`src/design/taeicr_pkg.sv`:
```
// Shared constants and state types for the event-driven 16-bit timer block.
package taeicr_pkg;

    // ------------------------------------------------------------
    // Register offsets
    // ------------------------------------------------------------
    localparam int          ADDR_W      = 6;
    localparam int          CMP_CH      = 3;
    localparam logic [5:0]  OFF_EVCTL   = 6'h09;
    localparam logic [5:0]  OFF_INTEN   = 6'h0a;
    localparam logic [5:0]  OFF_INTFLG  = 6'h0b;
    localparam logic [5:0]  OFF_DBG     = 6'h0e;
    localparam logic [5:0]  OFF_TEMP    = 6'h0f;
    localparam logic [5:0]  OFF_CNT     = 6'h20;
    localparam logic [5:0]  OFF_PER     = 6'h26;
    localparam logic [5:0]  OFF_CMP0    = 6'h28;
    localparam logic [5:0]  OFF_PERIOD_BUFFER  = 6'h36;
    localparam logic [5:0]  OFF_CMPBUF0 = 6'h38;
    localparam logic [5:0]  WORD_STRIDE = 6'h02;
    localparam logic [5:0]  HI_OFS      = 6'h01;

    // ------------------------------------------------------------
    // Field positions, masks and codes
    // ------------------------------------------------------------
    localparam int          EV_EN_BIT   = 0;
    localparam int          EV_ACT_LSB  = 1;
    localparam int          IEN_CMP_LSB = 4;
    localparam int          DBG_RUN_BIT = 0;
    localparam logic [7:0]  EVCTL_MASK  = 8'h07;
    localparam logic [7:0]  INT_MASK    = 8'h71;
    localparam logic [1:0]  ACT_RISE    = 2'h0;
    localparam logic [1:0]  ACT_BOTH    = 2'h1;
    localparam logic [1:0]  ACT_HIGH    = 2'h2;
    localparam logic [1:0]  ACT_UPDN    = 2'h3;
    localparam logic [2:0]  WG_NORMAL   = 3'h0;
    localparam logic [2:0]  WG_FRQ      = 3'h1;
    localparam logic [2:0]  WG_SINGLE   = 3'h3;
    localparam logic [2:0]  WG_DSBOTH   = 3'h6;
    localparam logic [2:0]  WG_DSBOT    = 3'h7;

    // ------------------------------------------------------------
    // Reset values and state types
    // ------------------------------------------------------------
    localparam logic [15:0] CNT_RST     = 16'h0000;
    localparam logic [15:0] PER_RST     = 16'hffff;

    typedef struct packed {
        logic [15:0]              cnt;
        logic [15:0]              period_top;
        logic [15:0]              period_buffer;
        logic [CMP_CH-1:0][15:0]  cmp;
        logic [CMP_CH-1:0][15:0]  cmpbuf;
        logic [2:0]               evctl;
        logic [3:0]               ien;
        logic                     run_dbg;
        logic [7:0]               temp;
        logic                     pbv;
        logic [CMP_CH-1:0]        cbv;
        logic [7:0]               rdata;
    } taeicr_state_t;

    localparam taeicr_state_t ST_RESET = '{cnt: CNT_RST, period_top: PER_RST, period_buffer: PER_RST,
                                           default: '0};

    typedef struct packed {
        logic s1;
        logic s2;
        logic s3;
        logic lvl;
        logic rise;
        logic fall;
    } taeicr_sync_t;

endpackage

```
`src/design/taeicr_event_sync.sv`:
```
// Event input synchroniser with a qualified level and edge pulses.
`timescale 1ns/1ps
module taeicr_event_sync
    import taeicr_pkg::*;
(
    // Clock and reset
    input  wire logic clk,
    input  wire logic reset,
    // Event line
    input  wire logic ev_async,
    // Qualified outputs
    output logic      ev_level,
    output logic      ev_rise,
    output logic      ev_fall
);

    taeicr_sync_t st_reg;
    taeicr_sync_t st_next;

    // ------------------------------------------------------------
    // Three-stage sampling; a change counts once stages two and three agree.
    // ------------------------------------------------------------
    always_comb begin
        st_next      = st_reg;
        st_next.s1   = ev_async;
        st_next.s2   = st_reg.s1;
        st_next.s3   = st_reg.s2;
        st_next.rise = 1'b0;
        st_next.fall = 1'b0;
        if (st_reg.s2 == st_reg.s3 && st_reg.s3 != st_reg.lvl) begin
            st_next.lvl  = st_reg.s3;
            st_next.rise = st_reg.s3;
            st_next.fall = ~st_reg.s3;
        end
    end

    always_ff @(posedge clk) begin
        if (reset) begin
            st_reg <= '0;
        end else begin
            st_reg <= st_next;
        end
    end

    assign ev_level = st_reg.lvl;
    assign ev_rise  = st_reg.rise;
    assign ev_fall  = st_reg.fall;

    // ------------------------------------------------------------
    // Checks
    // ------------------------------------------------------------
    property p_edge_single;
        @(posedge clk) disable iff (reset)
        (ev_rise || ev_fall) |=> !(ev_rise || ev_fall);
    endproperty
    a_edge_single: assert property (p_edge_single) else $error("edge pulse longer than one cycle");

    property p_rise_level;
        @(posedge clk) disable iff (reset)
        ev_rise |-> ev_level && !$past(ev_level);
    endproperty
    a_rise_level: assert property (p_rise_level) else $error("rise pulse without level change");

    c_rise: cover property (@(posedge clk) disable iff (reset) ev_rise);

endmodule

```
`src/design/taeicr_flag_bank.sv`:
```
// Sticky interrupt flags with write-one-to-clear and enable gating.
`timescale 1ns/1ps
module taeicr_flag_bank
    import taeicr_pkg::*;
#(
    parameter int W = 4
)
(
    // Clock and reset
    input  wire logic         clk,
    input  wire logic         reset,
    // Flag control
    input  wire logic [W-1:0] set,
    input  wire logic [W-1:0] clr,
    input  wire logic [W-1:0] en,
    // Status
    output logic [W-1:0]      flags,
    output logic [W-1:0]      irq
);

    logic [W-1:0] flags_reg;
    logic [W-1:0] flags_next;

    // ------------------------------------------------------------
    // Set wins over a clear in the same cycle.
    // ------------------------------------------------------------
    always_comb begin
        flags_next = (flags_reg & ~clr) | set;
    end

    always_ff @(posedge clk) begin
        if (reset) begin
            flags_reg <= '0;
        end else begin
            flags_reg <= flags_next;
        end
    end

    assign flags = flags_reg;
    assign irq   = flags_reg & en;

    // ------------------------------------------------------------
    // Checks
    // ------------------------------------------------------------
    property p_flag_sticky;
        @(posedge clk) disable iff (reset)
        ##1 (($past(flags) & ~$past(clr)) & ~flags) == '0;
    endproperty
    a_flag_sticky: assert property (p_flag_sticky) else $error("flag cleared on its own");

    property p_set_wins;
        @(posedge clk) disable iff (reset)
        (set != '0) |=> ((flags & $past(set)) == $past(set));
    endproperty
    a_set_wins: assert property (p_set_wins) else $error("flag set was lost");

    property p_irq_gate;
        @(posedge clk) disable iff (reset)
        (en == '0) |-> (irq == '0);
    endproperty
    a_irq_gate: assert property (p_irq_gate) else $error("request while disabled");

endmodule

```
`src/design/taeicr_top.sv`:
```
// Event-driven 16-bit timer with byte register access, flags and buffered loads.
//
// Behaviour
// - Compare buffer write sets its valid bit; a buffer load clears it.
// - Period buffer write sets period valid bit; next buffer load clears it.
// - Event counting steps on rising edges (code 0) or both edges (code 1).
// - Action code 2 counts prescaled ticks only while the event line is high.
// - Action code 3 counts every tick, up when event low, down when high.
// - Event count enable off means the event line does not affect counting.
// - Three compare enables let each compare flag raise its request.
// - Overflow enable lets the overflow/underflow flag raise its request.
// - A compare flag sets when a counter step takes the counter to that channel's compare value.
// - Compare flags stay set until software writes one to them.
// - Overflow flag sets at top, bottom or both, per waveform mode.
// - Overflow flag stays set until software writes one to it.
// - Without run-in-debug the timer halts and ignores events in break debug.
// - One shared 8-bit temporary byte serves all 16-bit registers.
// - Each 16-bit register has low byte at base, high at base plus one.
// - A software counter write beats a same-cycle counter step.
// - Period register holds the top value except in WG_FRQ mode, where compare 0 does; it resets to all ones.
// - Counter is a readable, writable 16-bit register at 0x20, reset zero.
// - On a buffer load, compare registers whose valid bit is set take their buffer values.
// - Lock update blocks buffer loads and keeps the valid bits set.
`timescale 1ns/1ps
module taeicr_top
    import taeicr_pkg::*;
(
    // Clock and reset
    input  wire logic              clk,
    input  wire logic              reset,
    // Register port
    input  wire logic [ADDR_W-1:0] reg_addr,
    input  wire logic              reg_wr,
    input  wire logic              reg_rd,
    input  wire logic [7:0]        reg_wdata,
    output logic [7:0]             reg_rdata,
    // Timer control
    input  wire logic              timer_enable,
    input  wire logic              prescale_tick,
    input  wire logic              count_down,
    input  wire logic [2:0]        waveform_mode,
    input  wire logic              lock_update,
    input  wire logic              debug_halt,
    // Event line
    input  wire logic              event_in,
    // Requests
    output logic                   ovf_irq,
    output logic [CMP_CH-1:0]      cmp_irq
);

    taeicr_state_t     st_reg;
    taeicr_state_t     st_next;
    logic              ev_level;
    logic              ev_rise;
    logic              ev_fall;
    logic [3:0]        flags;
    logic [3:0]        irq;
    logic [3:0]        flag_set;
    logic [3:0]        flag_clr;
    logic              run;
    logic              step;
    logic              down;
    logic              top_ev;
    logic              bot_ev;
    logic              upd;
    logic [15:0]       top;
    logic [15:0]       cnt_step;
    logic [15:0]       rd_word;

    // ------------------------------------------------------------
    // Helpers
    // ------------------------------------------------------------
    function automatic logic [5:0] wide_base(input int k);
        if (k == 0) begin
            return OFF_CNT;
        end else if (k == 1) begin
            return OFF_PER;
        end else if (k == 2) begin
            return OFF_PERIOD_BUFFER;
        end else if (k < 6) begin
            return OFF_CMP0 + 6'((k - 3) * 2);
        end else begin
            return OFF_CMPBUF0 + 6'((k - 6) * 2);
        end
    endfunction

    function automatic logic [15:0] wide_read(input taeicr_state_t s, input int k);
        if (k == 0) begin
            return s.cnt;
        end else if (k == 1) begin
            return s.period_top;
        end else if (k == 2) begin
            return s.period_buffer;
        end else if (k < 6) begin
            return s.cmp[k-3];
        end else begin
            return s.cmpbuf[k-6];
        end
    endfunction

    // ------------------------------------------------------------
    // Submodules
    // ------------------------------------------------------------
    taeicr_event_sync u_sync (
        .clk      (clk),
        .reset    (reset),
        .ev_async (event_in),
        .ev_level (ev_level),
        .ev_rise  (ev_rise),
        .ev_fall  (ev_fall)
    );

    taeicr_flag_bank #(.W(4)) u_flags (
        .clk   (clk),
        .reset (reset),
        .set   (flag_set),
        .clr   (flag_clr),
        .en    (st_reg.ien),
        .flags (flags),
        .irq   (irq)
    );

    assign ovf_irq = irq[0];
    assign cmp_irq = irq[3:1];

    // ------------------------------------------------------------
    // Count engine
    // ------------------------------------------------------------
    always_comb begin
        run  = timer_enable & (~debug_halt | st_reg.run_dbg);
        step = prescale_tick;
        down = count_down;
        if (st_reg.evctl[EV_EN_BIT]) begin
            case (st_reg.evctl[EV_ACT_LSB +: 2])
                ACT_RISE: step = ev_rise;
                ACT_BOTH: step = ev_rise | ev_fall;
                ACT_HIGH: step = prescale_tick & ev_level;
                default: begin
                    step = prescale_tick;
                    down = ev_level;
                end
            endcase
        end
        step     = step & run;
        top      = (waveform_mode == WG_FRQ) ? st_reg.cmp[0] : st_reg.period_top;
        top_ev   = step & ~down & (st_reg.cnt == top);
        bot_ev   = step & down & (st_reg.cnt == CNT_RST);
        if (down) begin
            cnt_step = (st_reg.cnt == CNT_RST) ? top : st_reg.cnt - 16'h0001;
        end else begin
            cnt_step = (st_reg.cnt == top) ? CNT_RST : st_reg.cnt + 16'h0001;
        end
        upd = (waveform_mode == WG_NORMAL || waveform_mode == WG_FRQ) ? top_ev : bot_ev;
        case (waveform_mode)
            WG_SINGLE, WG_DSBOT: flag_set[0] = bot_ev;
            WG_DSBOTH:           flag_set[0] = top_ev | bot_ev;
            default:             flag_set[0] = top_ev;
        endcase
        for (int n = 0; n < CMP_CH; n++) begin
            flag_set[n+1] = step & (cnt_step == st_reg.cmp[n]);
        end
        flag_clr = '0;
        if (reg_wr && reg_addr == OFF_INTFLG) begin
            flag_clr = {reg_wdata[IEN_CMP_LSB +: CMP_CH], reg_wdata[0]};
        end
    end

    // ------------------------------------------------------------
    // Register file
    // ------------------------------------------------------------
    always_comb begin
        st_next = st_reg;
        rd_word = 16'h0000;
        if (step) begin
            st_next.cnt = cnt_step;
        end
        if (upd && !lock_update) begin
            if (st_reg.pbv) begin
                st_next.period_top = st_reg.period_buffer;
            end
            for (int n = 0; n < CMP_CH; n++) begin
                if (st_reg.cbv[n]) begin
                    st_next.cmp[n] = st_reg.cmpbuf[n];
                end
            end
            st_next.pbv = 1'b0;
            st_next.cbv = '0;
        end
        if (reg_wr) begin
            if (reg_addr == OFF_EVCTL) begin
                st_next.evctl = reg_wdata[2:0];
            end else if (reg_addr == OFF_INTEN) begin
                st_next.ien = {reg_wdata[IEN_CMP_LSB +: CMP_CH], reg_wdata[0]};
            end else if (reg_addr == OFF_DBG) begin
                st_next.run_dbg = reg_wdata[DBG_RUN_BIT];
            end else if (reg_addr == OFF_TEMP) begin
                st_next.temp = reg_wdata;
            end else if (reg_addr == OFF_CNT) begin
                st_next.cnt = {st_reg.temp, reg_wdata};
            end else if (reg_addr == OFF_PER) begin
                st_next.period_top = {st_reg.temp, reg_wdata};
            end else if (reg_addr == OFF_PERIOD_BUFFER) begin
                st_next.period_buffer = {st_reg.temp, reg_wdata};
                st_next.pbv    = 1'b1;
            end else begin
                for (int n = 0; n < CMP_CH; n++) begin
                    if (reg_addr == OFF_CMP0 + 6'(n * 2)) begin
                        st_next.cmp[n] = {st_reg.temp, reg_wdata};
                    end
                    if (reg_addr == OFF_CMPBUF0 + 6'(n * 2)) begin
                        st_next.cmpbuf[n] = {st_reg.temp, reg_wdata};
                        st_next.cbv[n]    = 1'b1;
                    end
                end
                for (int k = 0; k < 9; k++) begin
                    if (reg_addr == wide_base(k) + HI_OFS) begin
                        st_next.temp = reg_wdata;
                    end
                end
            end
        end
        if (reg_rd) begin
            st_next.rdata = 8'h00;
            if (reg_addr == OFF_EVCTL) begin
                st_next.rdata = {5'h00, st_reg.evctl} & EVCTL_MASK;
            end else if (reg_addr == OFF_INTEN) begin
                st_next.rdata = {1'b0, st_reg.ien[3:1], 3'h0, st_reg.ien[0]} & INT_MASK;
            end else if (reg_addr == OFF_INTFLG) begin
                st_next.rdata = {1'b0, flags[3:1], 3'h0, flags[0]};
            end else if (reg_addr == OFF_DBG) begin
                st_next.rdata = {7'h00, st_reg.run_dbg};
            end else if (reg_addr == OFF_TEMP) begin
                st_next.rdata = st_reg.temp;
            end else begin
                for (int k = 0; k < 9; k++) begin
                    if (reg_addr == wide_base(k)) begin
                        rd_word       = wide_read(st_reg, k);
                        st_next.rdata = rd_word[7:0];
                        st_next.temp  = rd_word[15:8];
                    end
                    if (reg_addr == wide_base(k) + HI_OFS) begin
                        st_next.rdata = st_reg.temp;
                    end
                end
            end
        end
    end

    always_ff @(posedge clk) begin
        if (reset) begin
            st_reg <= ST_RESET;
        end else begin
            st_reg <= st_next;
        end
    end

    assign reg_rdata = st_reg.rdata;

    // ------------------------------------------------------------
    // Checks
    // ------------------------------------------------------------
    property p_reset_values;
        @(posedge clk) disable iff (reset)
        $fell(reset) |-> st_reg.cnt == 16'h0000 && st_reg.period_top == 16'hffff;
    endproperty
    a_reset_values: assert property (p_reset_values) else $error("bad reset value");

    property p_cnt_write_wins;
        @(posedge clk) disable iff (reset)
        (reg_wr && reg_addr == OFF_CNT) |=> st_reg.cnt == {$past(st_reg.temp), $past(reg_wdata)};
    endproperty
    a_cnt_write_wins: assert property (p_cnt_write_wins) else $error("counter write lost");

    property p_buf_valid_set;
        @(posedge clk) disable iff (reset)
        (reg_wr && reg_addr == OFF_CMPBUF0) |=> st_reg.cbv[0] ##0 st_reg.cmpbuf[0][7:0] == $past(reg_wdata);
    endproperty
    a_buf_valid_set: assert property (p_buf_valid_set) else $error("buffer valid not set");

    property p_lock_holds;
        @(posedge clk) disable iff (reset)
        lock_update |=> ((st_reg.cbv & $past(st_reg.cbv)) == $past(st_reg.cbv)) && $stable(st_reg.period_top) || $past(reg_wr);
    endproperty
    a_lock_holds: assert property (p_lock_holds) else $error("load under lock");

    property p_load_cmp;
        @(posedge clk) disable iff (reset)
        (upd && !lock_update && st_reg.cbv[0] && !reg_wr) |=> st_reg.cmp[0] == $past(st_reg.cmpbuf[0]) && !st_reg.cbv[0];
    endproperty
    a_load_cmp: assert property (p_load_cmp) else $error("compare not loaded");

    property p_high_level_gate;
        @(posedge clk) disable iff (reset)
        (st_reg.evctl == 3'h5 && !ev_level && !reg_wr) |=> $stable(st_reg.cnt);
    endproperty
    a_high_level_gate: assert property (p_high_level_gate) else $error("counted while low");

    property p_updown;
        @(posedge clk) disable iff (reset)
        (st_reg.evctl == 3'h7 && run && prescale_tick && !ev_level && st_reg.cnt != top && !reg_wr)
            |=> st_reg.cnt == $past(st_reg.cnt) + 16'h0001;
    endproperty
    a_updown: assert property (p_updown) else $error("no up count on low event");

    property p_debug_halt;
        @(posedge clk) disable iff (reset)
        (debug_halt && !st_reg.run_dbg && !reg_wr) |=> $stable(st_reg.cnt);
    endproperty
    a_debug_halt: assert property (p_debug_halt) else $error("ran while halted");

    property p_low_read_latch;
        @(posedge clk) disable iff (reset)
        (reg_rd && reg_addr == OFF_CNT) |=> st_reg.temp == $past(st_reg.cnt[15:8]);
    endproperty
    a_low_read_latch: assert property (p_low_read_latch) else $error("temp not latched");

    c_overflow: cover property (@(posedge clk) disable iff (reset) flag_set[0]);
    c_match: cover property (@(posedge clk) disable iff (reset) flag_set[1]);
    c_update: cover property (@(posedge clk) disable iff (reset) upd && st_reg.pbv && !lock_update);

endmodule

```
`config.mk`:
```
export PLATFORM = sky130hd
export DESIGN_NAME = taeicr_top
export DESIGN_NICKNAME = d
export VERILOG_FILES = /design/src/design/taeicr_pkg.sv /design/src/design/taeicr_event_sync.sv /design/src/design/taeicr_flag_bank.sv /design/src/design/taeicr_top.sv
export SDC_FILE = /design/constraint.sdc
export NUM_CORES = 1
export LEC_CHECK = 0
export ABC_AREA = 1
export BUFFER_PORTS_ARGS = -buffer_cell sky130_fd_sc_hd__clkbuf_2
export CORE_UTILIZATION = 32
export DETAILED_ROUTE_END_ITERATION = 12
export GPL_ROUTABILITY_DRIVEN = 1
export HOLD_SLACK_MARGIN = 0.1
export PLACE_DENSITY = 0.46
export SYNTH_ARGS = -nofsm -noshare
export SYNTH_HDL_FRONTEND = slang
export SYNTH_SLANG_ARGS = --single-unit
```
`constraint.sdc`:
```
create_clock -name clk -period 2.1 [get_ports clk]
set_input_delay 0 -clock clk [delete_from_list [all_inputs] [get_ports clk]]
set_output_delay 0 -clock clk [all_outputs]
set_load 0.02 [all_outputs]
```
==> results by group <==
Global route
  • Largest net degree at the start of global routing: just under 90
  • Grt total ovfl: 0
  • GRT Overall Usage: 29.8%
  • Initial antenna violation count: 1
  • First-pass GRT wire length: about 86 mm
  • Vias in the first global route: ~13000

CTS
  • CTS root buf: clkbuf_16
  • Clock sink count: ~180
  • CTS tree: built
  • Clock Latency Late Sink: 0.46 ns
  • CTS Buf Count: 17
  • CTS H-tree depth: 4
  • Clock Tree Buf Depth: 2
  • Clock slew at reported path FFs: roughly 0.07 ns

Power
  • Pwr dens: 575 nW/µm²
  • Peak supply drop: between 0.6 and 0.7 mV
  • Sw frac: 33.8%
  • Share of total power in the clock network: between 30% and 40%
  • Pint: between 0.006 and 0.007 W
  • P_sw: about 0.0033 W
  • Sequential Power Share: 36.4%
  • Comb power frac: approximately 30%
  • Leakage power: roughly 7.9 nW
  • Overall Power: slightly below 0.01 W

Placed design
  • Pre-CTS WS: -0.727 ns
  • RD Place Congestion: approximately 0.94
  • Port buffer count: 38
  • Placed wire-length estimate: roughly 45 mm
  • DP Area: 15300 µm²

Timing
  • Slew Limit Fails: 0
  • Final hold violations: 0
  • Max-slew headroom: 42.0%
  • Worst setup margin: -0.392 ns
  • Final setup vio count: 82
  • Final min period: approximately 2.5 ns
  • Clk_skew: approximately 0.0091 ns
  • Crit share post-route: 119%
  • Worst-margin pin slew: 0.869 ns
  • Fmax: between 400 and 500 MHz
  • Unrepaired setup endpoints after global routing: true

Final layout
  • Fin nets: between 2000 and 2500
  • Most frequent cells in the layout: nand2_1, buf_4, inv_1, a21oi_1, dfxtp_1
  • Max reg flops: 164
  • Most common cell after layout, fill and taps aside: nand2_1
  • Filler cells: 3976
  • # diodes: 0
  • Layout cells sized above 1: approximately 27%
  • Fin area: about 17000 µm²
  • Final core utilization: between 40% and 50%
  • Area delta synth->final: 39.0%

Synthesis
  • Avg Cell Area, Syn: 6.08 µm²
  • Synth unique cells: 50
  • Yosys Warn Count: 0
  • Post-synth EDFFs: 0
  • Most used DFF post-synth: dfxtp_1
  • Synth async-reset ratio: 0%
  • Mapped Area: 12300 µm²
  • Mapped Cells: a little over 2000
  • Synthesized Nets: between 2000 and 2500
  • Post-synthesis sequential area ratio: between 20% and 30%
  • Synthesis-stage register bit count: between 150 and 200

Critical path
  • Critical setup path kind: register to register
  • Kind of end point of the critical path: register
  • Worst setup SP type: register
  • CP arrival: roughly 2.9 ns
  • Worst endpoint required time: between 2 and 2.5 ns
  • CP max FO: 5

Drt
  • Starting DRT DRC Count: between 1500 and 2000
  • Metal3 WL: 4.19 mm
  • Antenna viol nets, final: 0
  • Via count: 14900
  • Met1 wire length: 28.0 mm
  • Highest Signal Layer: met5
  • Routed WL: 59.0 mm
  • DRC: 0
  • Drt wl/cell: 20.6 µm
  • Pre-antenna DRT Iters: 9
  • Vias per cell: just over 5
  • Met2 wire length: ~25 mm

Floorplanning
  • Core area: roughly 38000 µm²
  • Die W: slightly below 200 µm
  • Ports: 39
  • Starting Density: 32.6%
  • Height of the die: 198 µm
  • Die ar.: around 39000 µm²
  • Cell Rows: 71

Run status
  • Status: finished, violations left
  • Failing checks: setup timing

Flow run
  • Total of max-cap violations: 0

Worst hold path
  • Hold Crit Class: primary input to register
[path summary, 6_finish.rpt]
kind                                     start                      endpoint  slack (ns)  cells past startpoint
setup / recovery        st_reg[157]$_SDFF_PP0_   u_flags.flags[2]$_SDFF_PP0_       -0.39                     18
setup reg to reg        st_reg[157]$_SDFF_PP0_   u_flags.flags[2]$_SDFF_PP0_       -0.39                     18
hold / removal                waveform_mode[1]         st_reg[11]$_SDFF_PP0_        0.23                      7
hold reg to reg   u_sync.st_next[4]$_SDFF_PP0_  u_sync.st_next[3]$_SDFF_PP0_        0.41                      2
[what timing repair did]
action                                 4_1_cts  5_1_grt
setup endpoints to repair                   84       97
buffers inserted                            13       16
cloned                                       1        7
hold buffers                                17        0
endpoints found under the hold margin       51        0
pin swaps                                   32       72
gates resized for setup                     85      143
[through the flow]
stage	setup TNS, ns	hold WS (ns)	std cells
finish	-18.78	0.229	2863
global route	-29.83	0.257	2863
CTS	-20.89	0.206	2845
detailed placement	-42.49	0.200	2786
global placement	-40.22	0.199	2786
floorplan	-0.350	0.107	2024
[area by class of cell]
class | count | area, µm² | share of cell area, %
multi-input cells | 1484 | 7920 | 46.3
flip-flops and latches | 182 | 3670 | 21.4
repair buffers | 403 | 3270 | 19.1
inverters | 250 | 991 | 5.79
well taps | 511 | 639 | 3.74
clock buffers | 23 | 478 | 2.79
clock inverters | 7 | 95.1 | 0.556
repair inverters | 3 | 36.3 | 0.212
[power by group through the flow]
stage                     Clock, W  Combinational, W  Sequential, W
after floorplan                  0           0.00121        0.00362
after global placement           0           0.00248        0.00365
after detailed placement         0           0.00248        0.00365
after CTS                  0.00338           0.00268        0.00357
after global routing       0.00351           0.00312        0.00358
final                      0.00334           0.00292        0.00358
[kinds of logic (layout without fill, tap and decap cells)]
family,count (synthesis),after routing,share of synthesized area (%)
DFF,182,182,29.6
AOI/OAI and AO/OA,500,500,23.5
buffers and inverters,361,686,12.1
xor gates and xnor gates,30,30,2.13
adders and majority gates,3,3,0.305
and+or+nand+nor,948,951,32.3
[routing by layer]
layer / track usage (%) / up-vias
met4: 11.7 / 2
met5: 0 / -
met2: 42.8 / 551
met1: 44.0 / 6973
met3: 4.31 / 78
li1: - / 7248
[synth_stat cells, drive strengths merged (7+ instances only)]
cell / instances / area share [%]
o211ai: 80 / 5.5
nor3: 15 / 0.78
a221oi: 7 / 0.50
clkinv: 14 / 0.43
clkbuf: 67 / 2.0
buf: 44 / 2.4
inv: 236 / 7.3
nand2: 633 / 20
a21oi: 233 / 9.7
nand4: 27 / 1.4
nand3: 128 / 5.3
o21ai: 165 / 6.8
dfxtp: 182 / 30
nor2: 136 / 4.5
xor2: 29 / 2.1
[worst max-delay path: stages, from the launching register on]
cell and delay (ns):
dfxtp_4 0.37, inv_4 0.08, ha_4 0.14, nand2_2 0.05
nor2_1 0.08, nand4_1 0.21, nand2_2 0.14, buf_6 0.13
inv_6 0.04, buf_12 0.13, a21oi_2 0.20, nand2_2 0.15
nand2_1 0.08, nand2_1 0.05, nor2_1 0.08, nand2_1 0.08
nor2_2 0.15, nand3_1 0.11, a21oi_2 0.13
Note: power is estimated with default switching activity, not from simulation.
